`src/include/wwdt_defines.vh`:
```
// Windowed watchdog constants
`ifndef WWDT_DEFINES_VH
`define WWDT_DEFINES_VH

// ==========================================
// Register byte addresses
`define WWDT_ADDR_LOAD        32'h400c0900
`define WWDT_ADDR_COUNT       32'h400c0904
`define WWDT_ADDR_CTRL        32'h400c0908
`define WWDT_ADDR_REFRESH     32'h400c090c
`define WWDT_ADDR_STATUS      32'h400c0918
`define WWDT_ADDR_MINLOAD     32'h400c091c

// ==========================================
// Reset values
`define WWDT_RST_LOAD         16'h1000
`define WWDT_RST_COUNT        16'h1000
`define WWDT_RST_CTRL         16'h00c9
`define WWDT_RST_MINLOAD      16'h0800
`define WWDT_RST_STATUS       16'h0000

// ==========================================
// Control field positions
`define WWDT_CTRL_PDHALT      0
`define WWDT_CTRL_IRQ         1
`define WWDT_CTRL_PRE_LO      2
`define WWDT_CTRL_PRE_HI      3
`define WWDT_CTRL_EN          5
`define WWDT_CTRL_MODE        6
`define WWDT_CTRL_FIXED       7
`define WWDT_CTRL_HALVE       8
`define WWDT_CTRL_WINDOW      9
`define WWDT_CTRL_DBGIRQ      10
`define WWDT_CTRL_WMASK       16'h076f
`define WWDT_CTRL_FIXED_ONES  16'h0080

// ==========================================
// Status field positions
`define WWDT_STA_TIMEOUT      0
`define WWDT_STA_EARLY        1
`define WWDT_STA_BADKEY       2
`define WWDT_STA_LOCKED       3
`define WWDT_STA_IRQ          4

// ==========================================
// Key, wrap value and prescaler limits
`define WWDT_REFRESH_KEY      16'hcccc
`define WWDT_FREE_WRAP        16'h1000
`define WWDT_PRE_LIM_1        12'h000
`define WWDT_PRE_LIM_16       12'h00f
`define WWDT_PRE_LIM_256      12'h0ff
`define WWDT_PRE_LIM_4096     12'hfff

// ==========================================
// Bus answers
`define WWDT_RESP_OKAY        2'b00
`define WWDT_RESP_SLVERR      2'b10

`endif

```
`src/verilog/wwdt_top.v`:
```
// Windowed watchdog timer with AXI4-Lite register access
//
// Notes on behaviour
// RL1 - Zero count without valid refresh forces a processor reset.
// RL2 - Writing key 0xcccc to the refresh register is a valid refresh.
// RL3 - Any other refresh value forces a watchdog reset at once.
// RL4 - Counter halts in reset, debug, and hibernate when so selected.
// RL5 - Timeout counter is a 16-bit down-counter behind a prescaler.
// RL6 - Prescaler divides the source by 1, 16, 256 or 4096.
// RL7 - Control bit 8 selects the oscillator halved instead of undivided.
// RL8 - Reset restores defaults; software may change them while disabled.
// RL9 - Once enabled, configuration and enable writes are ignored until reset.
// RL10 - Reaching zero gives a timeout: a reset unless interrupt mode is chosen.
// RL11 - Valid refresh reloads from the load value and counting restarts at once.
// RL12 - Reset output logic runs from the slow-clock tick path and from refresh-register writes.
// RL13 - With control bit 9 set, refresh at or above the minimum load is a violation.
// RL14 - Debug mode turns timeouts and violations into an interrupt, not a reset.
// RL15 - In interrupt mode control bit 0 has no effect.
// RL16 - Software disables before debugging; reset mode in production.
// RL17 - Count register returns the live 16-bit counter, read only.
// RL18 - Load register holds the start value; resets to 0x1000.
// RL19 - Bit 6 picks free-running (wrap at 0x1000) or periodic (default) counting.
// RL20 - Control bit 1 makes timeouts and early refreshes raise an interrupt.
// RL21 - Control bit 5 enables the timer; clearing it disables. The code locks the bit once set, so only reset clears it.
// RL22 - Bus writes reach the counter safely synchronised.
// RL23 - A rejected refresh gives the same reset or interrupt as a timeout and reloads the count.
//
// Our own choice: the AXI4-Lite register port.
`timescale 1ns/1ns
`include "wwdt_defines.vh"

module wwdt_top (
   // Clock and reset
   input  wire        MCLK_IN,
   input  wire        RST_N_IN,
   // Low-frequency oscillator pin
   input  wire        LFOSC_IN,
   // System state
   input  wire        DEBUG_HALT_IN,
   input  wire        HIBERNATE_IN,
   // AXI4-Lite write address
   input  wire [31:0] S_AXI_AWADDR_IN,
   input  wire [2:0]  S_AXI_AWPROT_IN,
   input  wire        S_AXI_AWVALID_IN,
   output wire        S_AXI_AWREADY_OUT,
   // AXI4-Lite write data
   input  wire [31:0] S_AXI_WDATA_IN,
   input  wire [3:0]  S_AXI_WSTRB_IN,
   input  wire        S_AXI_WVALID_IN,
   output wire        S_AXI_WREADY_OUT,
   // AXI4-Lite write response
   output wire [1:0]  S_AXI_BRESP_OUT,
   output wire        S_AXI_BVALID_OUT,
   input  wire        S_AXI_BREADY_IN,
   // AXI4-Lite read address
   input  wire [31:0] S_AXI_ARADDR_IN,
   input  wire [2:0]  S_AXI_ARPROT_IN,
   input  wire        S_AXI_ARVALID_IN,
   output wire        S_AXI_ARREADY_OUT,
   // AXI4-Lite read data
   output wire [31:0] S_AXI_RDATA_OUT,
   output wire [1:0]  S_AXI_RRESP_OUT,
   output wire        S_AXI_RVALID_OUT,
   input  wire        S_AXI_RREADY_IN,
   // Watchdog outcomes
   output wire        WDT_RESET_REQ_OUT,
   output wire        WDT_IRQ_OUT
);

   // ==========================================
   // Declarations
   reg  [15:0] load_ff;
   reg  [15:0] minload_ff;
   reg  [15:0] ctrl_ff;
   reg  [15:0] count_ff;
   reg  [15:0] nxt_count;
   reg  [4:0]  sticky_ff;
   reg         irq_ff;
   reg         rst_req_ff;
   reg         aw_held_ff;
   reg  [31:0] aw_addr_ff;
   reg         w_held_ff;
   reg  [31:0] w_data_ff;
   reg  [3:0]  w_strb_ff;
   reg         bvalid_ff;
   reg  [1:0]  bresp_ff;
   reg         rvalid_ff;
   reg  [31:0] rdata_ff;
   reg  [1:0]  rresp_ff;
   reg         ev_timeout;
   reg         ev_early;
   reg         ev_badkey;
   reg         ev_refresh;
   wire        wr_go;
   wire        rd_go;
   wire [15:0] wr_val;
   wire        wr_load;
   wire        wr_ctrl;
   wire        wr_refresh;
   wire        wr_minload;
   wire        wr_known;
   wire        locked;
   wire        irq_mode;
   wire        halted;
   wire        running;
   wire        tick;
   wire        violation;
   wire [15:0] ctrl_view;

   // ==========================================
   // Helper functions
   function addr_hit;
      input [31:0] addr;
      input [31:0] reg_addr;
      begin
         addr_hit = ({addr[31:2], 2'b00} == reg_addr);
      end
   endfunction

   function [15:0] merge_lanes;
      input [15:0] old_val;
      input [31:0] data;
      input [3:0]  strb;
      begin
         merge_lanes[7:0]  = strb[0] ? data[7:0]  : old_val[7:0];
         merge_lanes[15:8] = strb[1] ? data[15:8] : old_val[15:8];
      end
   endfunction

   // ==========================================
   // Mode decode
   assign locked    = ctrl_ff[`WWDT_CTRL_EN]; // RL9
   assign irq_mode  = ctrl_ff[`WWDT_CTRL_DBGIRQ] | ctrl_ff[`WWDT_CTRL_IRQ]; // RL14 RL20
   // Hibernate stop bit ignored in interrupt mode
   assign halted    = DEBUG_HALT_IN | (HIBERNATE_IN & ctrl_ff[`WWDT_CTRL_PDHALT] & !irq_mode); // RL4 RL15
   assign running   = ctrl_ff[`WWDT_CTRL_EN] & !halted; // RL21
   assign ctrl_view = ctrl_ff | `WWDT_CTRL_FIXED_ONES;

   // ==========================================
   // Slow-clock step generator
   wwdt_prescaler i_wwdt_prescaler (
      .clk_in       (MCLK_IN),
      .rst_n_in     (RST_N_IN),
      .osc_in       (LFOSC_IN),
      .halve_in     (ctrl_ff[`WWDT_CTRL_HALVE]),
      .presc_sel_in (ctrl_ff[`WWDT_CTRL_PRE_HI:`WWDT_CTRL_PRE_LO]),
      .run_in       (running),
      .tick_out     (tick)
   );

   // ==========================================
   // AXI4-Lite write channels
   // Address and data parked apart; write acts once both are in
   assign S_AXI_AWREADY_OUT = !aw_held_ff && !bvalid_ff;
   assign S_AXI_WREADY_OUT  = !w_held_ff && !bvalid_ff;
   assign S_AXI_BVALID_OUT  = bvalid_ff;
   assign S_AXI_BRESP_OUT   = bresp_ff;
   assign wr_go = aw_held_ff && w_held_ff && !bvalid_ff;

   always @(posedge MCLK_IN or negedge RST_N_IN) begin
      if (!RST_N_IN) begin
         aw_held_ff <= 1'b0;
         aw_addr_ff <= 32'h00000000;
         w_held_ff  <= 1'b0;
         w_data_ff  <= 32'h00000000;
         w_strb_ff  <= 4'h0;
         bvalid_ff  <= 1'b0;
         bresp_ff   <= `WWDT_RESP_OKAY;
      end else begin
         if (S_AXI_AWVALID_IN && S_AXI_AWREADY_OUT) begin
            aw_held_ff <= 1'b1;
            aw_addr_ff <= S_AXI_AWADDR_IN;
         end
         if (S_AXI_WVALID_IN && S_AXI_WREADY_OUT) begin
            w_held_ff <= 1'b1;
            w_data_ff <= S_AXI_WDATA_IN;
            w_strb_ff <= S_AXI_WSTRB_IN;
         end
         if (wr_go) begin
            aw_held_ff <= 1'b0;
            w_held_ff  <= 1'b0;
            bvalid_ff  <= 1'b1;
            bresp_ff   <= wr_known ? `WWDT_RESP_OKAY : `WWDT_RESP_SLVERR;
         end else if (bvalid_ff && S_AXI_BREADY_IN) begin
            bvalid_ff <= 1'b0;
         end
      end
   end

   // Write decode
   assign wr_load    = wr_go && addr_hit(aw_addr_ff, `WWDT_ADDR_LOAD);
   assign wr_ctrl    = wr_go && addr_hit(aw_addr_ff, `WWDT_ADDR_CTRL);
   assign wr_refresh = wr_go && addr_hit(aw_addr_ff, `WWDT_ADDR_REFRESH);
   assign wr_minload = wr_go && addr_hit(aw_addr_ff, `WWDT_ADDR_MINLOAD);
   // Read-only registers take writes silently
   assign wr_known   = wr_load || wr_ctrl || wr_refresh || wr_minload
                       || addr_hit(aw_addr_ff, `WWDT_ADDR_COUNT)
                       || addr_hit(aw_addr_ff, `WWDT_ADDR_STATUS);

   // ==========
   // Configuration, frozen once enabled
   always @(posedge MCLK_IN or negedge RST_N_IN) begin
      if (!RST_N_IN) begin
         load_ff    <= `WWDT_RST_LOAD; // RL8 RL18
         minload_ff <= `WWDT_RST_MINLOAD; // RL8
         ctrl_ff    <= `WWDT_RST_CTRL; // RL8
      end else if (!locked) begin
         if (wr_load) begin
            load_ff <= merge_lanes(load_ff, w_data_ff, w_strb_ff); // RL18
         end
         if (wr_minload) begin
            minload_ff <= merge_lanes(minload_ff, w_data_ff, w_strb_ff);
         end
         if (wr_ctrl) begin
            ctrl_ff <= merge_lanes(ctrl_ff, w_data_ff, w_strb_ff) & `WWDT_CTRL_WMASK; // RL21
         end
      end
   end

   // ==========================================
   // Refresh and violation decode
   // Key judged with unwritten lanes as zero
   assign wr_val    = merge_lanes(16'h0000, w_data_ff, w_strb_ff);
   // Window passed once the count drops below minimum load
   assign violation = ctrl_ff[`WWDT_CTRL_WINDOW] && (count_ff >= minload_ff); // RL13

   always @* begin
      ev_refresh = 1'b0;
      ev_early   = 1'b0;
      ev_badkey  = 1'b0;
      ev_timeout = 1'b0;
      if (wr_refresh) begin
         if (wr_val != `WWDT_REFRESH_KEY) begin
            ev_badkey = 1'b1; // RL3
         end else if (ctrl_ff[`WWDT_CTRL_EN]) begin
            if (violation) begin
               ev_early = 1'b1; // RL13
            end else begin
               ev_refresh = 1'b1; // RL2
            end
         end
      end
      // Refresh in the zero-step cycle still rescues the period
      if (tick && running && (count_ff == 16'h0000) && !ev_refresh) begin
         ev_timeout = 1'b1; // RL1 RL10
      end
   end

   // ==========================================
   // Down-counter
   // RL22: one clock; only the oscillator pin is
   // resynchronised, in the prescaler
   always @* begin
      nxt_count = count_ff;
      if (!ctrl_ff[`WWDT_CTRL_EN]) begin
         nxt_count = load_ff; // Idle count shows its start value
      end else if (ev_refresh) begin
         nxt_count = load_ff; // RL11
      end else if (ev_early || ev_badkey) begin
         nxt_count = load_ff; // RL23
      end else if (tick && running) begin
         if (count_ff == 16'h0000) begin
            if (ctrl_ff[`WWDT_CTRL_MODE]) begin
               nxt_count = load_ff; // RL19
            end else begin
               nxt_count = `WWDT_FREE_WRAP; // RL19
            end
         end else begin
            nxt_count = count_ff - 16'h0001; // RL5
         end
      end
   end

   always @(posedge MCLK_IN or negedge RST_N_IN) begin
      if (!RST_N_IN) begin
         count_ff <= `WWDT_RST_COUNT;
      end else begin
         count_ff <= nxt_count;
      end
   end

   // ==========================================
   // Outcome logic: reset request pulse or interrupt level
   // Fed only by slow-clock steps and refresh events
   always @(posedge MCLK_IN or negedge RST_N_IN) begin
      if (!RST_N_IN) begin
         rst_req_ff <= 1'b0;
         irq_ff     <= 1'b0;
      end else begin
         rst_req_ff <= 1'b0;
         if (ev_timeout || ev_early || ev_badkey) begin
            if (irq_mode) begin
               irq_ff <= 1'b1; // RL14 RL20 RL23
            end else begin
               rst_req_ff <= 1'b1; // RL1 RL3 RL10 RL12 RL23
            end
         end else if (ev_refresh) begin
            irq_ff <= 1'b0; // Set wins over clear
         end
      end
   end

   assign WDT_RESET_REQ_OUT = rst_req_ff;
   assign WDT_IRQ_OUT       = irq_ff;

   // ==========================================
   // Status flags, sticky until reset
   always @(posedge MCLK_IN or negedge RST_N_IN) begin
      if (!RST_N_IN) begin
         sticky_ff <= 5'h00;
      end else begin
         if (ev_timeout) begin
            sticky_ff[`WWDT_STA_TIMEOUT] <= 1'b1;
         end
         if (ev_early) begin
            sticky_ff[`WWDT_STA_EARLY] <= 1'b1;
         end
         if (ev_badkey) begin
            sticky_ff[`WWDT_STA_BADKEY] <= 1'b1;
         end
      end
   end

   // ==========================================
   // AXI4-Lite read channel
   // One read at a time
   assign S_AXI_ARREADY_OUT = !rvalid_ff;
   assign S_AXI_RVALID_OUT  = rvalid_ff;
   assign S_AXI_RDATA_OUT   = rdata_ff;
   assign S_AXI_RRESP_OUT   = rresp_ff;
   assign rd_go = S_AXI_ARVALID_IN && !rvalid_ff;

   always @(posedge MCLK_IN or negedge RST_N_IN) begin
      if (!RST_N_IN) begin
         rvalid_ff <= 1'b0;
         rdata_ff  <= 32'h00000000;
         rresp_ff  <= `WWDT_RESP_OKAY;
      end else if (rd_go) begin
         rvalid_ff <= 1'b1;
         rresp_ff  <= `WWDT_RESP_OKAY;
         if (addr_hit(S_AXI_ARADDR_IN, `WWDT_ADDR_LOAD)) begin
            rdata_ff <= {16'h0000, load_ff};
         end else if (addr_hit(S_AXI_ARADDR_IN, `WWDT_ADDR_COUNT)) begin
            rdata_ff <= {16'h0000, count_ff}; // RL17
         end else if (addr_hit(S_AXI_ARADDR_IN, `WWDT_ADDR_CTRL)) begin
            rdata_ff <= {16'h0000, ctrl_view};
         end else if (addr_hit(S_AXI_ARADDR_IN, `WWDT_ADDR_REFRESH)) begin
            rdata_ff <= 32'h00000000; // Write-only, reads zero
         end else if (addr_hit(S_AXI_ARADDR_IN, `WWDT_ADDR_STATUS)) begin
            rdata_ff <= {27'h0000000, irq_ff, locked, sticky_ff[2:0]};
         end else if (addr_hit(S_AXI_ARADDR_IN, `WWDT_ADDR_MINLOAD)) begin
            rdata_ff <= {16'h0000, minload_ff};
         end else begin
            rdata_ff <= 32'h00000000;
            rresp_ff <= `WWDT_RESP_SLVERR;
         end
      end else if (S_AXI_RREADY_IN) begin
         rvalid_ff <= 1'b0;
      end
   end

endmodule // wwdt_top

```
`src/verilog/wwdt_prescaler.v`:
```
// Oscillator sampling, halving and prescaler
`timescale 1ns/1ns
`include "wwdt_defines.vh"

module wwdt_prescaler (
   // Clock and reset
   input  wire        clk_in,
   input  wire        rst_n_in,
   // Oscillator pin and settings
   input  wire        osc_in,
   input  wire        halve_in,
   input  wire [1:0]  presc_sel_in,
   input  wire        run_in,
   // Counter step enable
   output wire        tick_out
);

   reg        sync1_ff;
   reg        sync2_ff;
   reg        sync3_ff;
   reg        osc_lvl_ff;
   reg        half_ff;
   reg [11:0] pre_cnt_ff;
   reg        tick_ff;
   wire       osc_rise;
   wire       src_edge;
   wire [11:0] limit;

   // ==========
   // Ratio decode
   function [11:0] pre_limit;
      input [1:0] sel;
      begin
         case (sel)
            2'b00:   pre_limit = `WWDT_PRE_LIM_1;
            2'b01:   pre_limit = `WWDT_PRE_LIM_16;
            2'b10:   pre_limit = `WWDT_PRE_LIM_256;
            default: pre_limit = `WWDT_PRE_LIM_4096;
         endcase
      end
   endfunction

   assign limit    = pre_limit(presc_sel_in); // RL6
   assign osc_rise = (sync2_ff == sync3_ff) && sync3_ff && !osc_lvl_ff;
   assign src_edge = osc_rise && (!halve_in || half_ff); // RL7
   assign tick_out = tick_ff;

   // ==========
   // Oscillator synchroniser; stages two and three must agree
   always @(posedge clk_in or negedge rst_n_in) begin
      if (!rst_n_in) begin
         sync1_ff   <= 1'b0;
         sync2_ff   <= 1'b0;
         sync3_ff   <= 1'b0;
         osc_lvl_ff <= 1'b0;
      end else begin
         sync1_ff <= osc_in;
         sync2_ff <= sync1_ff;
         sync3_ff <= sync2_ff;
         if (sync2_ff == sync3_ff) begin
            osc_lvl_ff <= sync3_ff;
         end
      end
   end

   // ==========
   // Halving toggle and prescale counter; cleared when stopped for a clean restart
   always @(posedge clk_in or negedge rst_n_in) begin
      if (!rst_n_in) begin
         half_ff    <= 1'b0;
         pre_cnt_ff <= 12'h000;
         tick_ff    <= 1'b0;
      end else begin
         tick_ff <= 1'b0;
         if (!run_in) begin
            half_ff    <= 1'b0;
            pre_cnt_ff <= 12'h000;
         end else begin
            if (osc_rise) begin
               half_ff <= !half_ff; // RL7
            end
            if (src_edge) begin
               if (pre_cnt_ff >= limit) begin
                  pre_cnt_ff <= 12'h000;
                  tick_ff    <= 1'b1; // RL5
               end else begin
                  pre_cnt_ff <= pre_cnt_ff + 12'h001;
               end
            end
         end
      end
   end

endmodule // wwdt_prescaler

```
`config.mk`:
```
export PLATFORM = sky130hd
export DESIGN_NAME = wwdt_top
export DESIGN_NICKNAME = d
export VERILOG_FILES = /design/src/verilog/wwdt_top.v /design/src/verilog/wwdt_prescaler.v
export VERILOG_INCLUDE_DIRS = /design/src /design/src/include
export SDC_FILE = /design/constraint.sdc
export NUM_CORES = 1
export LEC_CHECK = 0
export ABC_AREA = 1
export BUFFER_PORTS_ARGS = -buffer_cell sky130_fd_sc_hd__buf_2
export CAP_MARGIN = 15
export CORE_ASPECT_RATIO = 0.9
export CORE_MARGIN = 2
export CORE_UTILIZATION = 50
export CTS_BUF_LIST = sky130_fd_sc_hd__clkbuf_8
export DETAILED_ROUTE_END_ITERATION = 8
export GPL_TIMING_DRIVEN = 1
export HOLD_SLACK_MARGIN = 0.02
export PLACE_DENSITY = 0.73
export SKIP_LAST_GASP = 1
export SYNTH_ARGS = -nofsm -noshare
export SYNTH_HDL_FRONTEND = slang
export SYNTH_SLANG_ARGS = --single-unit
```
`constraint.sdc`:
```
create_clock -name MCLK_IN -period 2.6 [get_ports MCLK_IN]
set_input_delay 0.52 -clock MCLK_IN [delete_from_list [all_inputs] [get_ports MCLK_IN]]
set_output_delay 0.52 -clock MCLK_IN [all_outputs]
set_load 0.01 [all_outputs]
```
==> out/qor.csv <==
stage;metric;value;unit
die;Die Wd;142.0;um
setup_path;largest stage delay on the critical path;0.47;ns
logic_synthesis;Yosys cell types;43;
route;# DRC;0;
status;status;completed;
setup_path;cells on worst reg2reg path;13;
cells_and_area;Area Overhead vs Synth;13.42;%
pwr;Reg power frac;48.9;%
logic_synthesis;adder-cell share of the synthesized area;4.669;%
setup_path;Levels on crit path;13;
sta;Worst Max-Slew Pin Slew;0.5817;ns
grt;antenna violations before repair;0;
cells_and_area;Fillers;1546;
sta;Fin. Hold Viols;0;
setup_path;Worst Path Arrival;2.62;ns
die;row count;45;
route;TritonRoute pass-1 iters;5;
cells_and_area;Final nets;1377;
cells_and_area;Util after Layout;57.78;%
setup_path;nature of the critical path endpoint;flip-flop;
pwr;total chip power;5.992;mW
die;Die Height;128.2;um
sta;Final setup viols;0;
route;WL/cell;13.97;um
flow_run;maxcap violations;0;
pwr;Max IR drop VDD;755.5;uV
pwr;Sw Pwr;1.903;mW
cts;clk buf depth;2;
setup_path;crit path max fanout;6;
pwr;Pint;4.089;mW
route;Via Count;7574;
logic_synthesis;Post-synth top cells;nand2_1, dfrtp_1, nor2_1, inv_1, a21oi_1;
setup_path;Crit path required time;2.91;ns
setup_path;cell family with most CP delay;simple AND/OR/NAND/NOR gates;
cells_and_area;area of the multi-input gates;0.004096;mm2
sta;setup TNS;0;ns
logic_synthesis;area leader, netlist;dfrtp_1;
grt;vias in the first global route;7164;
pwr;Combinational Power Share;19.7;%
cts;CTS clk-pin slew, worst paths;0.08;ns
setup_path;CP dominant cell by count;nand2_1;
setup_path;crit path buf inv count;1;
placed_design;GPL Wtd Cong;0.8757;
logic_synthesis;Synth Area in Simple Gates;30.23;%
grt;first-pass GRT wire length;34110;um
die;Core ar.;0.01683;mm2
pwr;Pwr per Cell Area;616.0;mW/mm2
cts;htree depth;4;
logic_synthesis;Area contributors post-synth;dfrtp_1, nand2_1, nor2_1;
logic_synthesis;register area share after synthesis;43.86;%
cells_and_area;share of post-route cells with drive strength above 1;17.63;%
sta;Clock Skews;0.01247;ns
route;total wire length;20310;um
grt;largest net degree at the start of global routing;61;
grt;total track usage;23.53;%
sta;RSZ-0062 raised after global routing;no;
cts;Root Driver;clkbuf_8;
setup_path;slowest CP cell;dfrtp_1;
logic_synthesis;Avg Inst Size Synth;7.691;um2
grt;gr ovfl total;0;
logic_synthesis;top cell type's share of synthesized area;42.02;%
pwr;clock share of power;31.4;%
sta;maximum clock rate;0.4317;GHz
logic_synthesis;Yosys Warn Count;0;
die;total die area;0.01822;mm2
die;number of I/O pins;159;
pwr;sw frac;31.76;%
logic_synthesis;top_reg_cell synth;dfrtp_1;
sta;final worst path period need;2.316;ns
cts;CTS Sinks;150;
placed_design;hpwl dp;15230;um
pwr;P_leak;4.865;nW
setup_path;Setup crit start kind;flip-flop;
logic_synthesis;compound-cell area share of the yosys netlist;9.411;%
logic_synthesis;top-count cell post-synth;nand2_1;
sta;fin crit share;89.09;%
worst_hold_path;min-delay src;LFOSC_IN;
setup_path;worst r2r src;count_ff[7];
logic_synthesis;number of flops mapped to enable cells by yosys;0;
logic_synthesis;main combinational cell family by area after synthesis;simple AND/OR/NAND/NOR gates;
logic_synthesis;ys async rst share;100.0;%
worst_hold_path;worst hold path type;in2reg;
setup_path;crit path from;count_ff[7];
worst_hold_path;worst hold path cell count;1;
setup_path;Reg2Reg Setup Slack;0.28;ns
cts;CTS Buf Count;17;
setup_path;reg2reg end;WDT_RESET_REQ_OUT;
sta;Rel. slew slack;61.18;%
route;DR iter-0 viols;503;
setup_path;Setup CP Type;reg2reg;
logic_synthesis;synthesized area;0.008576;mm2
setup_path;worst setup path end;WDT_RESET_REQ_OUT;
logic_synthesis;Synth Area in XOR/XNOR;1.226;%
sta;Slew Viols, Final;0;
route;vias per cell;5.209;
logic_synthesis;multiplexer share of the synthesized area;1.444;%
die;initial core utilization;50.94;%
route;Post-DRT Antenna Nets;0;
setup_path;CP cell instances;ha_1, nand2_1, inv_1, nand2_1, nor2_1, nor2_1, nand2_1, nand2_1, nand2_1, nand2_1, nand2_2, nand2_1, a21boi_0;
logic_synthesis;Seq cells post-synth;150;
placed_design;Port-buffer cells;112;
logic_synthesis;Syn Inst Count;1115;
cts;CTS tree;yes;
cells_and_area;Sequential Area;0.003761;mm2
cts;clock latency on the worst-skew pair;0.47;ns
==> per-layer routing <==
layer / wire, um / vias to the layer above / share of wire, % / GRT usage (%)
met3: 1201 / 23 / 5.9 / 5.902
met5: 0 / - / 0 / 0
met2: 9573 / 185 / 47 / 38.25
met1: 9323 / 3559 / 46 / 31.66
met4: 214 / 0 / 1.1 / 6.118
li1: - / 3807 / - / -
==> final cells by class <==
class                      instances  share of cell area (%)
tap                              211                   2.714
clock buffer                      20                   2.830
inverter                         120                   4.657
timing repair buffer             129                   7.551
multi-input combinational        811                   42.11
antenna                            1                 0.02573
clock inverter                    12                   1.441
sequential                       150                   38.67
==> flip-flops by register name, indices dropped and copies added (netlist names), 2 cells and up <==
name and cells:
aw_addr_ff 30, S_AXI_RDATA_OUT 16, count_ff 16, load_ff 16, minload_ff 16, w_data_ff 16
i_wwdt_prescaler.pre_cnt_ff 12, ctrl_ff 9, sticky_ff 3, w_strb_ff 2
==> repair_timing <==
action,in CTS,in global routing
resized for setup,0,0
hold endpoints to repair,39,0
hold buffers,1,0
buffers inserted,0,0
==> placed cells by master, fill, tap and decap left out, drive strengths merged, types with 8 or more instances in the layout <==
| cell | n |
|---|---|
| a21oi | 71 |
| xor2 | 8 |
| mux2 | 11 |
| o21ai | 69 |
| ha | 32 |
| nor3 | 17 |
| dfrtp | 144 |
| nor4 | 9 |
| inv | 124 |
| nand2 | 310 |
| nor2 | 136 |
| clkbuf | 20 |
| nand3 | 79 |
| conb | 18 |
| buf | 128 |
| nand4 | 25 |
==> cells by family after synthesis <==
kind of cell / Yosys count
buffers and inverters: 171
xor gates and xnor gates: 12
AOI/OAI and AO/OA: 154
adders and majority gates: 32
muxes: 11
and+or+nand+nor: 584
DFF: 150
other: 1
==> power by group through the flow <==
stage / logic [mW] / registers, mW / clock network [mW]
2_1_floorplan: 0.836 / 2.94 / 0
3_3_place_gp: 1.15 / 2.96 / 0
3_5_place_dp: 1.19 / 2.98 / 0
4_1_cts: 1.20 / 2.93 / 1.93
5_1_grt: 1.37 / 2.98 / 2.03
6_report: 1.18 / 2.93 / 1.88
==> metrics by stage <==
stage / area [um2] / instances / hold slack, ns / setup slack, ns
after global placement: 9299 / 1420 / 0.3334 / 0.3363
after detailed placement: 9299 / 1420 / 0.3397 / 0.3154
final: 9727 / 1454 / 0.1576 / 0.2836
after global routing: 9724 / 1453 / 0.1240 / 0.1092
after floorplan: 8640 / 1132 / 0.2244 / 0.6120
after CTS: 9724 / 1453 / 0.1373 / 0.3339
==> worst min-delay path by stage <==
stage                                            to
after floorplan                  S_AXI_BRESP_OUT[1]
after global placement    i_wwdt_prescaler.sync2_ff
after detailed placement  i_wwdt_prescaler.sync2_ff
after CTS                 i_wwdt_prescaler.sync1_ff
after global routing      i_wwdt_prescaler.sync1_ff
final                     i_wwdt_prescaler.sync1_ff
Note: power is estimated with default switching activity, not from simulation.
